## config.mk

```make
export PLATFORM = sky130hd
export DESIGN_NAME = gpfl_panel
export DESIGN_NICKNAME = d
export VERILOG_FILES = /design/src/rtl/gpfl_panel.v /design/src/rtl/gpfl_persist.v
export VERILOG_INCLUDE_DIRS = /design/src /design/src/rtl
export SDC_FILE = /design/constraint.sdc
export NUM_CORES = 1
export LEC_CHECK = 0
export CAP_MARGIN = 0
export CORE_MARGIN = 2
export CORE_UTILIZATION = 35
export DETAILED_ROUTE_END_ITERATION = 12
export DONT_BUFFER_PORTS = 1
export SYNTH_ARGS = -nofsm -noshare
export SYNTH_HDL_FRONTEND = slang
export SYNTH_HIERARCHICAL = 1
export SYNTH_SLANG_ARGS = --single-unit
```

## constraint.sdc

```tcl
create_clock -name mclk -period 4.15 [get_ports mclk]
set_input_delay 0.83 -clock mclk [delete_from_list [all_inputs] [get_ports mclk]]
set_output_delay 0.83 -clock mclk [all_outputs]
set_load 0.01 [all_outputs]
```

## src/rtl/gpfl_regs.vh

```
// register map, field positions, reset values and timing constants of the panel fault logic
`ifndef GPFL_REGS_VH
`define GPFL_REGS_VH

// ==========================================================
// timing
`define GPFL_CLK_NS        10
`define GPFL_TICK_NS       1000000
`define GPFL_TICK_CYCLES   (`GPFL_TICK_NS / `GPFL_CLK_NS)
`define GPFL_TEMP_MS       10'h064
`define GPFL_OIL_MS        10'h3E8

// ==========================================================
// register offsets (byte addresses)
`define GPFL_CFG_OFS       4'h0
`define GPFL_STAT_OFS      4'h4
`define GPFL_HIST_OFS      4'h8
`define GPFL_ID_OFS        4'hC

// ==========================================================
// configuration fields
`define GPFL_CFG_COOL_NO   0
`define GPFL_CFG_LEAK_NO   1
`define GPFL_CFG_OIL_NO    2
`define GPFL_CFG_WIND_NO   3
`define GPFL_CFG_LEAK_ALT  4
`define GPFL_CFG_CHG_HIGH  5
`define GPFL_CFG_EXC_PUMP  6
`define GPFL_CFG_START_GLW 7
`define GPFL_CFG_V12       8
`define GPFL_CFG_W         9
`define GPFL_CFG_RST       9'h100

// ==========================================================
// status fields
`define GPFL_ST_COOL       0
`define GPFL_ST_LEAK       1
`define GPFL_ST_LEAK_WARN  2
`define GPFL_ST_OIL        3
`define GPFL_ST_WIND       4
`define GPFL_ST_CHG_GOOD   5
`define GPFL_ST_AC_GOOD    6
`define GPFL_ST_PANEL_ON   7
`define GPFL_ST_GLOW       8
`define GPFL_ST_STARTER    9
`define GPFL_ST_PUMP       10
`define GPFL_ST_EXCITE     11
`define GPFL_ST_W          12

// ==========================================================
// event history: bits 0..4 follow the fault fields of status
`define GPFL_HIST_W        5

// identity word, value arbitrary
`define GPFL_ID_VALUE      32'h0A5C_0001

`endif

```

## src/rtl/gpfl_panel.v

```verilog
// supervisory fault logic of a generator control panel
// Overview of operation
// - fault inputs default normally closed, polarity selectable
// - coolant fault after 100ms, clears at once
// - water-leak fault after 100ms, clears at once
// - alternate leak mode: yellow warning, no shutdown
// - oil-pressure fault after 1s, clears at once
// - charge good level selectable, red/green lamps
// - excitation with panel or pump, 12V only
// - AC good when switch pulls low, lamps
// - pre-glow follows heat button
// - optionally start button also drives pre-glow
// - fuel pump only without shutdown fault
// - held start button overrides the shutdown on the fuel pump
// - starter follows start button
// - winding fault after 100ms, selectable polarity
//
// Added by the designer: the placing of the registers and strobed register access.
`timescale 1ns/1ps
`include "gpfl_regs.vh"
module gpfl_panel #(
	parameter TICK_CYCLES = `GPFL_TICK_CYCLES // cycles per millisecond tick
) (
	input  wire        mclk,                 // 100 MHz system clock
	input  wire        rst_n,                // async reset, active low
	input  wire [3:0]  addr,                 // register byte address
	input  wire [31:0] wdata,                // register write data
	input  wire        wr,                   // write strobe
	input  wire        rd,                   // read strobe
	output reg  [31:0] rdata,                // read data, cycle after rd
	input  wire        coolant_closed_in,    // coolant switch contact closed
	input  wire        leak_closed_in,       // water-leak switch contact closed
	input  wire        oil_closed_in,        // oil pressure switch contact closed
	input  wire        winding_closed_in,    // winding switch contact closed
	input  wire        charge_monitor_in,    // charge indicator level
	output wire        charge_monitor_out,   // excitation drive level
	output reg         charge_monitor_oe,    // excitation drive enable
	input  wire        ac_voltage_good_in_n, // AC status, low when good
	input  wire        heat_btn,             // heat push button held
	input  wire        start_btn,            // start push button held
	input  wire        on_btn,               // panel on push button
	input  wire        off_btn,              // panel off push button
	output reg         glow_out,             // pre-glow relay
	output reg         starter_out,          // starter relay
	output reg         fuel_pump_out,        // fuel pump relay
	output reg         coolant_lamp_red,     // coolant fault lamp
	output reg         leak_lamp_red,        // water-leak fault lamp
	output reg         leak_lamp_yellow,     // leak warning lamp
	output reg         oil_lamp_red,         // oil pressure fault lamp
	output reg         winding_lamp_red,     // winding fault lamp
	output reg         charge_lamp_red,      // charge fault lamp
	output reg         charge_lamp_green,    // charge good lamp
	output reg         ac_lamp_red,          // AC fault lamp
	output reg         ac_lamp_green,        // AC good lamp
	output reg         heat_lamp,            // pre-glow active lamp
	output reg         start_lamp,           // starter active lamp
	output reg         standby_lamp          // panel on lamp
);

	localparam integer TICK_SPAN = TICK_CYCLES - 1;
	// the timebase counter is 17 bits, enough for the 100000 cycles of a millisecond
	localparam [16:0]  TICK_LAST = TICK_SPAN[16:0];

	// ==========================================================
	// helpers
	// normally closed: an open contact is a fault; normally open: a closed one
	function fault_of;
		input closed;
		input no_mode;
		begin
			fault_of = no_mode ? closed : ~closed;
		end
	endfunction

	function reg_hit;
		input [3:0] a;
		input [3:0] ofs;
		begin
			reg_hit = (a == ofs);
		end
	endfunction

	// ==========================================================
	// state
	reg [`GPFL_CFG_W-1:0]  cfg_reg;
	reg [`GPFL_HIST_W-1:0] hist_reg;
	reg [`GPFL_HIST_W-1:0] prev_reg;
	reg [16:0]             tick_cnt_reg;
	reg                    tick_reg;
	reg                    panel_on_reg;
	reg                    excite_reg;

	wire cool_raw;
	wire leak_raw;
	wire oil_raw;
	wire wind_raw;
	wire cool_flt;
	wire leak_flt;
	wire oil_flt;
	wire wind_flt;
	wire leak_alt;
	wire leak_shut;
	wire leak_warn;
	wire shutdown;
	wire charge_good;
	wire ac_good;
	wire glow_next;
	wire pump_next;
	wire excite_next;
	wire starter_next;
	wire tick_wrap;
	wire cfg_we;
	wire hist_clr;
	wire [`GPFL_HIST_W-1:0]  ev_now;
	wire [`GPFL_HIST_W-1:0]  ev_rise;
	wire [`GPFL_ST_W-1:0]    status;

	// ==========================================================
	// millisecond timebase
	// free running, so the first tick seen by a new fault may come early
	assign tick_wrap = (tick_cnt_reg == TICK_LAST);

	always @(posedge mclk or negedge rst_n) begin
		if (!rst_n) begin
			tick_cnt_reg <= 17'h0_0000;
			tick_reg     <= 1'b0;
		end else if (tick_wrap) begin
			tick_cnt_reg <= 17'h0_0000;
			tick_reg     <= 1'b1;
		end else begin
			tick_cnt_reg <= tick_cnt_reg + 17'h0_0001;
			tick_reg     <= 1'b0;
		end
	end

	// ==========================================================
	// fault inputs and persistence
	assign cool_raw = fault_of(coolant_closed_in, cfg_reg[`GPFL_CFG_COOL_NO]);
	assign leak_raw = fault_of(leak_closed_in, cfg_reg[`GPFL_CFG_LEAK_NO]);
	assign oil_raw  = fault_of(oil_closed_in, cfg_reg[`GPFL_CFG_OIL_NO]);
	assign wind_raw = fault_of(winding_closed_in, cfg_reg[`GPFL_CFG_WIND_NO]);

	gpfl_persist u_cool (
		.mclk      (mclk),
		.rst_n     (rst_n),
		.tick      (tick_reg),
		.fault_raw (cool_raw),
		.limit     (`GPFL_TEMP_MS),
		.fault_reg (cool_flt)
	);

	gpfl_persist u_leak (
		.mclk      (mclk),
		.rst_n     (rst_n),
		.tick      (tick_reg),
		.fault_raw (leak_raw),
		.limit     (`GPFL_TEMP_MS),
		.fault_reg (leak_flt)
	);

	gpfl_persist u_oil (
		.mclk      (mclk),
		.rst_n     (rst_n),
		.tick      (tick_reg),
		.fault_raw (oil_raw),
		.limit     (`GPFL_OIL_MS),
		.fault_reg (oil_flt)
	);

	gpfl_persist u_wind (
		.mclk      (mclk),
		.rst_n     (rst_n),
		.tick      (tick_reg),
		.fault_raw (wind_raw),
		.limit     (`GPFL_TEMP_MS),
		.fault_reg (wind_flt)
	);

	// ==========================================================
	// fault classes
	assign leak_alt  = cfg_reg[`GPFL_CFG_LEAK_ALT];
	assign leak_shut = leak_flt & ~leak_alt;
	assign leak_warn = leak_flt & leak_alt;
	assign shutdown  = cool_flt | leak_shut | oil_flt | wind_flt;

	// charge and AC status are shown as they are, without persistence
	assign charge_good = (charge_monitor_in == cfg_reg[`GPFL_CFG_CHG_HIGH]);
	assign ac_good     = ~ac_voltage_good_in_n;

	// ==========================================================
	// panel on/off; off wins when both buttons are pressed
	always @(posedge mclk or negedge rst_n) begin
		if (!rst_n) begin
			panel_on_reg <= 1'b0;
		end else if (off_btn) begin
			panel_on_reg <= 1'b0;
		end else if (on_btn) begin
			panel_on_reg <= 1'b1;
		end
	end

	// ==========================================================
	// relay outputs, all gated by the panel being on
	assign glow_next = panel_on_reg & (heat_btn |
		(start_btn & cfg_reg[`GPFL_CFG_START_GLW]));
	// start held keeps the pump on through a shutdown so a cold engine can crank past faults
	assign pump_next = panel_on_reg & (start_btn | ~shutdown);
	assign excite_next = cfg_reg[`GPFL_CFG_V12] & panel_on_reg &
		(cfg_reg[`GPFL_CFG_EXC_PUMP] ? pump_next : 1'b1);
	// starter relay and its lamp share one term so they never disagree
	assign starter_next = panel_on_reg & start_btn;


	always @(posedge mclk or negedge rst_n) begin
		if (!rst_n) begin
			glow_out      <= 1'b0;
			starter_out   <= 1'b0;
			fuel_pump_out <= 1'b0;
			excite_reg    <= 1'b0;
		end else begin
			glow_out      <= glow_next;
			starter_out   <= starter_next;
			fuel_pump_out <= pump_next;
			excite_reg    <= excite_next;
		end
	end

	// excitation is a high drive into the dynamo field only while enabled
	assign charge_monitor_out = 1'b1;
	always @* begin
		charge_monitor_oe = excite_reg;
	end

	// ==========================================================
	// lamps
	always @(posedge mclk or negedge rst_n) begin
		if (!rst_n) begin
			coolant_lamp_red  <= 1'b0;
			leak_lamp_red     <= 1'b0;
			leak_lamp_yellow  <= 1'b0;
			oil_lamp_red      <= 1'b0;
			winding_lamp_red  <= 1'b0;
			charge_lamp_red   <= 1'b0;
			charge_lamp_green <= 1'b0;
			ac_lamp_red       <= 1'b0;
			ac_lamp_green     <= 1'b0;
			heat_lamp         <= 1'b0;
			start_lamp        <= 1'b0;
			standby_lamp      <= 1'b0;
		end else begin
			coolant_lamp_red  <= cool_flt;
			leak_lamp_red     <= leak_shut;
			leak_lamp_yellow  <= leak_warn;
			oil_lamp_red      <= oil_flt;
			winding_lamp_red  <= wind_flt;
			charge_lamp_red   <= ~charge_good;
			charge_lamp_green <= charge_good;
			ac_lamp_red       <= ~ac_good;
			ac_lamp_green     <= ac_good;
			heat_lamp         <= glow_next;
			start_lamp        <= starter_next;
			standby_lamp      <= panel_on_reg;
		end
	end

	// ==========================================================
	// fault event history
	assign ev_now[`GPFL_ST_COOL]      = cool_flt;
	assign ev_now[`GPFL_ST_LEAK]      = leak_shut;
	assign ev_now[`GPFL_ST_LEAK_WARN] = leak_warn;
	assign ev_now[`GPFL_ST_OIL]       = oil_flt;
	assign ev_now[`GPFL_ST_WIND]      = wind_flt;
	assign hist_clr = wr && reg_hit(addr, `GPFL_HIST_OFS);
	assign ev_rise = ev_now & ~prev_reg;

	always @(posedge mclk or negedge rst_n) begin
		if (!rst_n) begin
			prev_reg <= {`GPFL_HIST_W{1'b0}};
			hist_reg <= {`GPFL_HIST_W{1'b0}};
		end else begin
			prev_reg <= ev_now;
			// a new event in the clearing cycle survives the clear
			if (hist_clr) begin
				hist_reg <= (hist_reg & ~wdata[`GPFL_HIST_W-1:0]) | ev_rise;
			end else begin
				hist_reg <= hist_reg | ev_rise;
			end
		end
	end

	// ==========================================================
	// configuration register
	// writes to status and identity decode nowhere and are dropped
	assign cfg_we = wr && reg_hit(addr, `GPFL_CFG_OFS);

	always @(posedge mclk or negedge rst_n) begin
		if (!rst_n) begin
			cfg_reg <= `GPFL_CFG_RST;
		end else if (cfg_we) begin
			cfg_reg <= wdata[`GPFL_CFG_W-1:0];
		end
	end

	// ==========================================================
	// status and read port
	// one bit to a line keeps the field positions tied to the header
	assign status[`GPFL_ST_COOL]      = cool_flt;
	assign status[`GPFL_ST_LEAK]      = leak_shut;
	assign status[`GPFL_ST_LEAK_WARN] = leak_warn;
	assign status[`GPFL_ST_OIL]       = oil_flt;
	assign status[`GPFL_ST_WIND]      = wind_flt;
	assign status[`GPFL_ST_CHG_GOOD]  = charge_good;
	assign status[`GPFL_ST_AC_GOOD]   = ac_good;
	assign status[`GPFL_ST_PANEL_ON]  = panel_on_reg;
	assign status[`GPFL_ST_GLOW]      = glow_out;
	assign status[`GPFL_ST_STARTER]   = starter_out;
	assign status[`GPFL_ST_PUMP]      = fuel_pump_out;
	assign status[`GPFL_ST_EXCITE]    = excite_reg;

	always @(posedge mclk or negedge rst_n) begin
		if (!rst_n) begin
			rdata <= 32'h0000_0000;
		end else if (rd) begin
			case (addr)
				`GPFL_CFG_OFS: begin
					rdata <= {{(32-`GPFL_CFG_W){1'b0}}, cfg_reg};
				end
				`GPFL_STAT_OFS: begin
					rdata <= {{(32-`GPFL_ST_W){1'b0}}, status};
				end
				`GPFL_HIST_OFS: begin
					rdata <= {{(32-`GPFL_HIST_W){1'b0}}, hist_reg};
				end
				`GPFL_ID_OFS: begin
					rdata <= `GPFL_ID_VALUE;
				end
				default: begin
					rdata <= 32'h0000_0000;
				end
			endcase
		end else begin
			rdata <= 32'h0000_0000;
		end
	end

endmodule // gpfl_panel

```

## src/rtl/gpfl_persist.v

```verilog
// persistence filter: a fault shows only after it has held for a number of timebase ticks
`timescale 1ns/1ps
module gpfl_persist (
	input  wire       mclk,      // system clock
	input  wire       rst_n,     // async reset, active low
	input  wire       tick,      // one-cycle timebase pulse
	input  wire       fault_raw, // unfiltered fault condition
	input  wire [9:0] limit,     // persistence in ticks
	output reg        fault_reg  // filtered fault
);

	reg [9:0] cnt_reg;

	// ==========================================================
	// counter, cleared at once when the fault goes away
	always @(posedge mclk or negedge rst_n) begin
		if (!rst_n) begin
			cnt_reg   <= 10'h000;
			fault_reg <= 1'b0;
		end else if (!fault_raw) begin
			cnt_reg   <= 10'h000;
			fault_reg <= 1'b0;
		end else begin
			if (tick && (cnt_reg != limit)) begin
				cnt_reg <= cnt_reg + 10'h001;
			end
			// first tick may come early, so persistence is between limit-1 and limit ms
			fault_reg <= (cnt_reg == limit);
		end
	end

endmodule // gpfl_persist

```

After elaboration in Yosys (flattened, before gate mapping)
Cells that the tools add are included.

Add/sub/neg operators: 5. Reduce and logical (&&, ||, !) cells: 8. Bitwise gates (word level): 27. Multiplexer cells: 24. Equality and inequality tests: 17.

Operators with widths (count): one-hot mux 28 bit (4 select lines) (1); two-way mux 10 bit (8); adder 10 x 1 -> 10 bit, second input constant (4); two-way mux 32 bit (1); equality test 10 x 7 -> 1 bit, second input constant (3); != test 10 x 7 -> 1 bit, second input constant (3); adder 17 x 1 -> 17 bit, second input constant (1); equality test 17 bit, second input constant (1); two-way mux 17 bit (1); two-way mux 1 bit (12); AND 5 bit (2); equality test 10 bit, second input constant (1); != test 10 bit, second input constant (1); NOT 5 bit (2); bitwise OR 5 bit (2); AND 1 bit (8); equality test 4 bit, second input constant (2); != test 2 bit, second input constant (4); NOT 1 bit (8); logical AND 1 bit (6); two-way mux 5 bit (1); bitwise OR 1 bit (5); equality test 4 x 3 -> 1 bit, second input constant (1); zero test 4 bit (1); other kinds (2) (2).

Flip-flop bits (word level): 128.

Depth between registers and ports, before layout
Depth after elaboration: 10. Mapped depth: 6. Depth with buffers taken out: 5.

By module
The synthesis kept the hierarchy.

By module, submodules not included: gpfl_persist (area each 863.3 µm², cells each 96, times used 4); gpfl_panel (area each 2640.0 µm², cells each 229, times used 1).

Worst setup path after synthesis
Ideal clock, no wire load.

Kind: in2reg. From: input coolant_closed_in. To: register u_cool.cnt_reg[7]. Library setup time: 0.134 ns. Required time: 4.016 ns. Arrival: 1.883 ns. Stages: 5. Slack: 2.132 ns. Cell sequence: xnor2_1 -> clkbuf_1 -> nand4bb_1 -> o31ai_1 -> o31ai_1.

Word-level cells in the longest chain between the ends: 3.

Ends and longest elaborated chain: start, declared (RTL line gpfl_panel.v:31) `input wire coolant_closed_in,`; NOT 1 bit (RTL line gpfl_panel.v:71) `fault_of = no_mode ? closed : ~closed;`; two-way mux 1 bit (*) (RTL line gpfl_panel.v:71); != test 2 bit (no source line) / two-way mux 10 bit (equally long branches); end signal, assigned (RTL line gpfl_persist.v:25) `cnt_reg <= cnt_reg + 10'h001;`; end, declared (RTL line gpfl_persist.v:12) `reg [9:0] cnt_reg;`.

Every way passes the cells marked *; elsewhere a longest branch is shown, timed or not. A chain may end at the register's enable or synchronous reset.

Worst setup path after layout
From: input oil_closed_in. To: register u_oil.cnt_reg[2].

Word-level cells in the longest chain between the ends: 3.

Ends and longest elaborated chain: start, declared (RTL line gpfl_panel.v:33) `input wire oil_closed_in,`; NOT 1 bit (RTL line gpfl_panel.v:71); two-way mux 1 bit (*) (RTL line gpfl_panel.v:71); != test 2 bit (no source line) / two-way mux 10 bit (equally long branches); end signal, assigned (RTL line gpfl_persist.v:25); end, declared (RTL line gpfl_persist.v:12).

Marked as above.

==> flow_metrics.env <==
export IMPL_synth_cell_types=53
export IMPL_pwr_density_cell_mw_per_mm2=338.3
export IMPL_hp_class="in -> async"
export IMPL_hold_violations=0
export IMPL_drt_initial_drc_count=312
export IMPL_postRouteAntennaNets=0
export IMPL_h_tree_depth=3
export IMPL_io_pins=99
export IMPL_syn_area_per_cell_sq_um=9.940
export IMPL_ys_async_sr_fraction_pct=100.0
export IMPL_gr_usage_all_layers_pct=15.40
export IMPL_cp_depth=4
export IMPL_cts_inserted_buffers=9
export IMPL_num_rows=48
export IMPL_cp_top_family="XOR/XNOR gates"
export IMPL_rr_startpoint="cfg_reg[2]"
export IMPL_slew_viol_final=0
export IMPL_firstDrtPassIters=4
export IMPL_fp_dieArea_sq_mm=0.01848
export IMPL_place_congestion=0.8094
export IMPL_crit_start="oil_closed_in"
export IMPL_ys_warn_count=6
export IMPL_core_sq_mm=0.01718
export IMPL_die_w_um=135.9
export IMPL_vias=4657
export IMPL_critPathMaxFanout=11
export IMPL_insertion_delay_ns=0.36
export IMPL_max_stage_delay_ns=0.76
export IMPL_via_per_inst=5.409
export IMPL_diodes=0
export IMPL_max_cap_violations=0
export IMPL_wl_mm=13.63
export IMPL_r2r_cells=4
export IMPL_routedWlPerCell_um=15.84
export IMPL_place_port_buffers=0
export IMPL_start_util_pct=35.47
export IMPL_cts_buffer_depth=2
export IMPL_cts_resized=0
export IMPL_num_fill_cells=1760
export IMPL_maxSlewHeadroom_pct=32.75
export IMPL_post_cts_buffers=0
export IMPL_crit_chain="xnor2_1, nand4bb_1, o31ai_1, o2bb2ai_1"
export IMPL_grt_overflow=0
export IMPL_cts_root_buf="clkbuf_16"
export IMPL_syn_inst=613
export IMPL_grt_setup_unrepaired="no"
export IMPL_cts_sinks=104
export IMPL_critPathBufInv=0
export IMPL_startpoint_type="input port"
export IMPL_largest_reg_flops=17
export IMPL_ys_seq_elements=104
export IMPL_r2r_slack_ns=1.73
export IMPL_fin_crit_ns=2.434
export IMPL_peakVddDrop_uv=251.9
export IMPL_crit_slowest_cell="xnor2_1"
export IMPL_drcViolationCount=0
export IMPL_grt_start_max_net_pins=105
export IMPL_tns_ns=0
export IMPL_die_y_um=135.9
export IMPL_postCtsHoldBufs=0
export IMPL_timing_final_crit_share_pct=58.66
export IMPL_synthesis_area_sq_mm=0.006093
export IMPL_p_leak_uw=0.002666
export IMPL_worstPathArrival_ns=2.66
export IMPL_ys_seq_area_share_pct=42.73
export IMPL_setup_viol=0
export IMPL_status="finished clean"
export IMPL_grt_antenna_before_repair=0
export IMPL_grt_pass1_wl_mm=22.61
export IMPL_cts_tree="done"
export IMPL_clock_skew_ns=0.01245
export IMPL_synth_edf_count=0
export IMPL_layout_drive_gt1_share_pct=7.233
export IMPL_area_growth_pct=7.967
export IMPL_nets=686
export IMPL_clk_pin_slew_worst_paths_ns=0.08
export IMPL_worstMarginPinSlew_ns=1.002
export IMPL_grt_pass1_vias=4524
export IMPL_required_ns=4.38
export IMPL_crit_end="u_oil/cnt_reg[2]"
export IMPL_r2r_end="u_oil/cnt_reg[2]"
export IMPL_synthFlopType="dfrtp_1"
export IMPL_place_area_sq_mm=0.006284
export IMPL_stdcell_area_sq_mm=0.006579
export IMPL_dp_hpwl_mm=9.713
export IMPL_crit_type="in -> reg"
export IMPL_endpoint_kind="register"
export IMPL_max_freq_mhz=410.8
==> synthesized netlist by cell type, types with 5 or more instances <==
cell type / count / area share [%]
dfrtp_1: 103 / 42
nand2_1: 55 / 3.4
xnor2_1: 46 / 6.6
nand4_1: 33 / 3.4
nand3_1: 31 / 2.5
nor2_1: 31 / 1.9
buf_4: 22 / 2.7
o31ai_1: 20 / 2.5
and4_1: 18 / 2.6
xor2_1: 17 / 2.4
a32o_1: 16 / 2.6
buf_2: 16 / 1.3
nor2b_1: 15 / 1.5
a41oi_1: 12 / 1.7
clkbuf_1: 12 / 0.74
inv_1: 10 / 0.62
nor3_1: 10 / 0.82
a21oi_1: 9 / 0.74
mux2_2: 9 / 1.7
and3_1: 8 / 0.82
mux2i_1: 8 / 1.3
nand3b_1: 8 / 0.99
o211ai_1: 8 / 0.99
o2bb2ai_1: 8 / 1.1
o21ai_0: 7 / 0.57
and2_1: 6 / 0.62
nor4_1: 6 / 0.62
a22o_1: 5 / 0.72
ha_1: 5 / 1.0
nor3_2: 5 / 0.82
or2_2: 5 / 0.51
==> report_power, final <==
part | internal (uW) | total [uW] | leakage (uW) | switching, uW
clock | 427 | 854 | 0.000147 | 428
combinational | 119 | 290 | 0.00111 | 170
sequential | 1050 | 1080 | 0.00141 | 34.1
==> routing by layer <==
layer	vias up	track usage [%]	share of wire, %
met1	2274	19.15	44
met2	125	25.22	48
met4	0	5.729	1.6
li1	2241	-	-
met3	17	4.698	6.8
met5	-	0	0
==> through the flow <==
| stage | hold slack (ns) | power, uW | instances | utilization, % | setup slack [ns] |
|---|---|---|---|---|---|
| global route | 0.1347 | 2332 | 861 | 38.30 | 1.540 |
| CTS | 0.1460 | 2251 | 861 | 38.30 | 1.747 |
| finish | 0.1539 | 2226 | 861 | 38.30 | 1.716 |
| floorplan | 0.3944 | 1345 | 670 | - | 2.132 |
| global placement | 0.4147 | 1378 | 845 | 36.58 | 1.306 |
| detailed placement | 0.4196 | 1387 | 845 | 36.58 | 1.341 |
==> worst min-delay path by stage <==
stage                     startpoint           endpoint  slack [ns]  cells past startpoint
floorplan           u_wind/fault_reg        prev_reg[4]        0.39                      0
global placement    u_wind/fault_reg        prev_reg[4]        0.41                      0
detailed placement  u_wind/fault_reg        prev_reg[4]        0.42                      0
CTS                            rst_n    tick_cnt_reg[2]        0.15                      0
global route                   rst_n  u_wind/cnt_reg[7]        0.13                      0
finish                         rst_n  u_wind/cnt_reg[7]        0.15                      0
==> area by class of cell <==
cell class / instances / area [sq um] / share of cell area, %
flip-flops and latches: 104 / 2604 / 39.58
well taps: 225 / 281.5 / 4.279
repair buffers: 4 / 30.03 / 0.4564
multi-input cells: 502 / 3331 / 50.63
clock buffers: 9 / 225.2 / 3.423
clock inverters: 7 / 70.07 / 1.065
inverters: 10 / 37.54 / 0.5706
==> cell usage in the layout (no fill, tap or decap), types with 6 or more instances in the layout <==
| master | n |
|---|---|
| dfrtp_1 | 103 |
| nor4_1 | 6 |
| nand4_1 | 33 |
| o31ai_1 | 20 |
| nor3_1 | 10 |
| o2bb2ai_1 | 8 |
| xnor2_1 | 46 |
| clkbuf_16 | 9 |
| mux2_2 | 9 |
| a41oi_1 | 12 |
| xor2_1 | 17 |
| nand3_1 | 31 |
| conb_1 | 59 |
| and2_1 | 6 |
| nand2_1 | 55 |
| a32o_1 | 16 |
| and3_1 | 8 |
| mux2i_1 | 8 |
| and4_1 | 18 |
| a21oi_1 | 9 |
| nand3b_1 | 8 |
| o21ai_0 | 7 |
| o211ai_1 | 8 |
| nor2b_1 | 15 |
| nor2_1 | 31 |
| inv_1 | 10 |
==> cells by family (layout without fill, tap and decap cells) <==
group / Yosys count / after routing / synth area share (%)
AO/OA/AOI/OAI: 100 / 100 / 12.94
XOR/XNOR: 63 / 63 / 9.055
adder cells (fa/ha/maj): 5 / 5 / 1.027
buffers and inverters: 64 / 30 / 6.119
flip-flops: 104 / 104 / 42.73
multiplexers: 17 / 17 / 2.978
other: 2 / 59 / 0.1232
AND/OR/NAND/NOR: 258 / 258 / 25.03
Power figures use the tool's default switching activity.
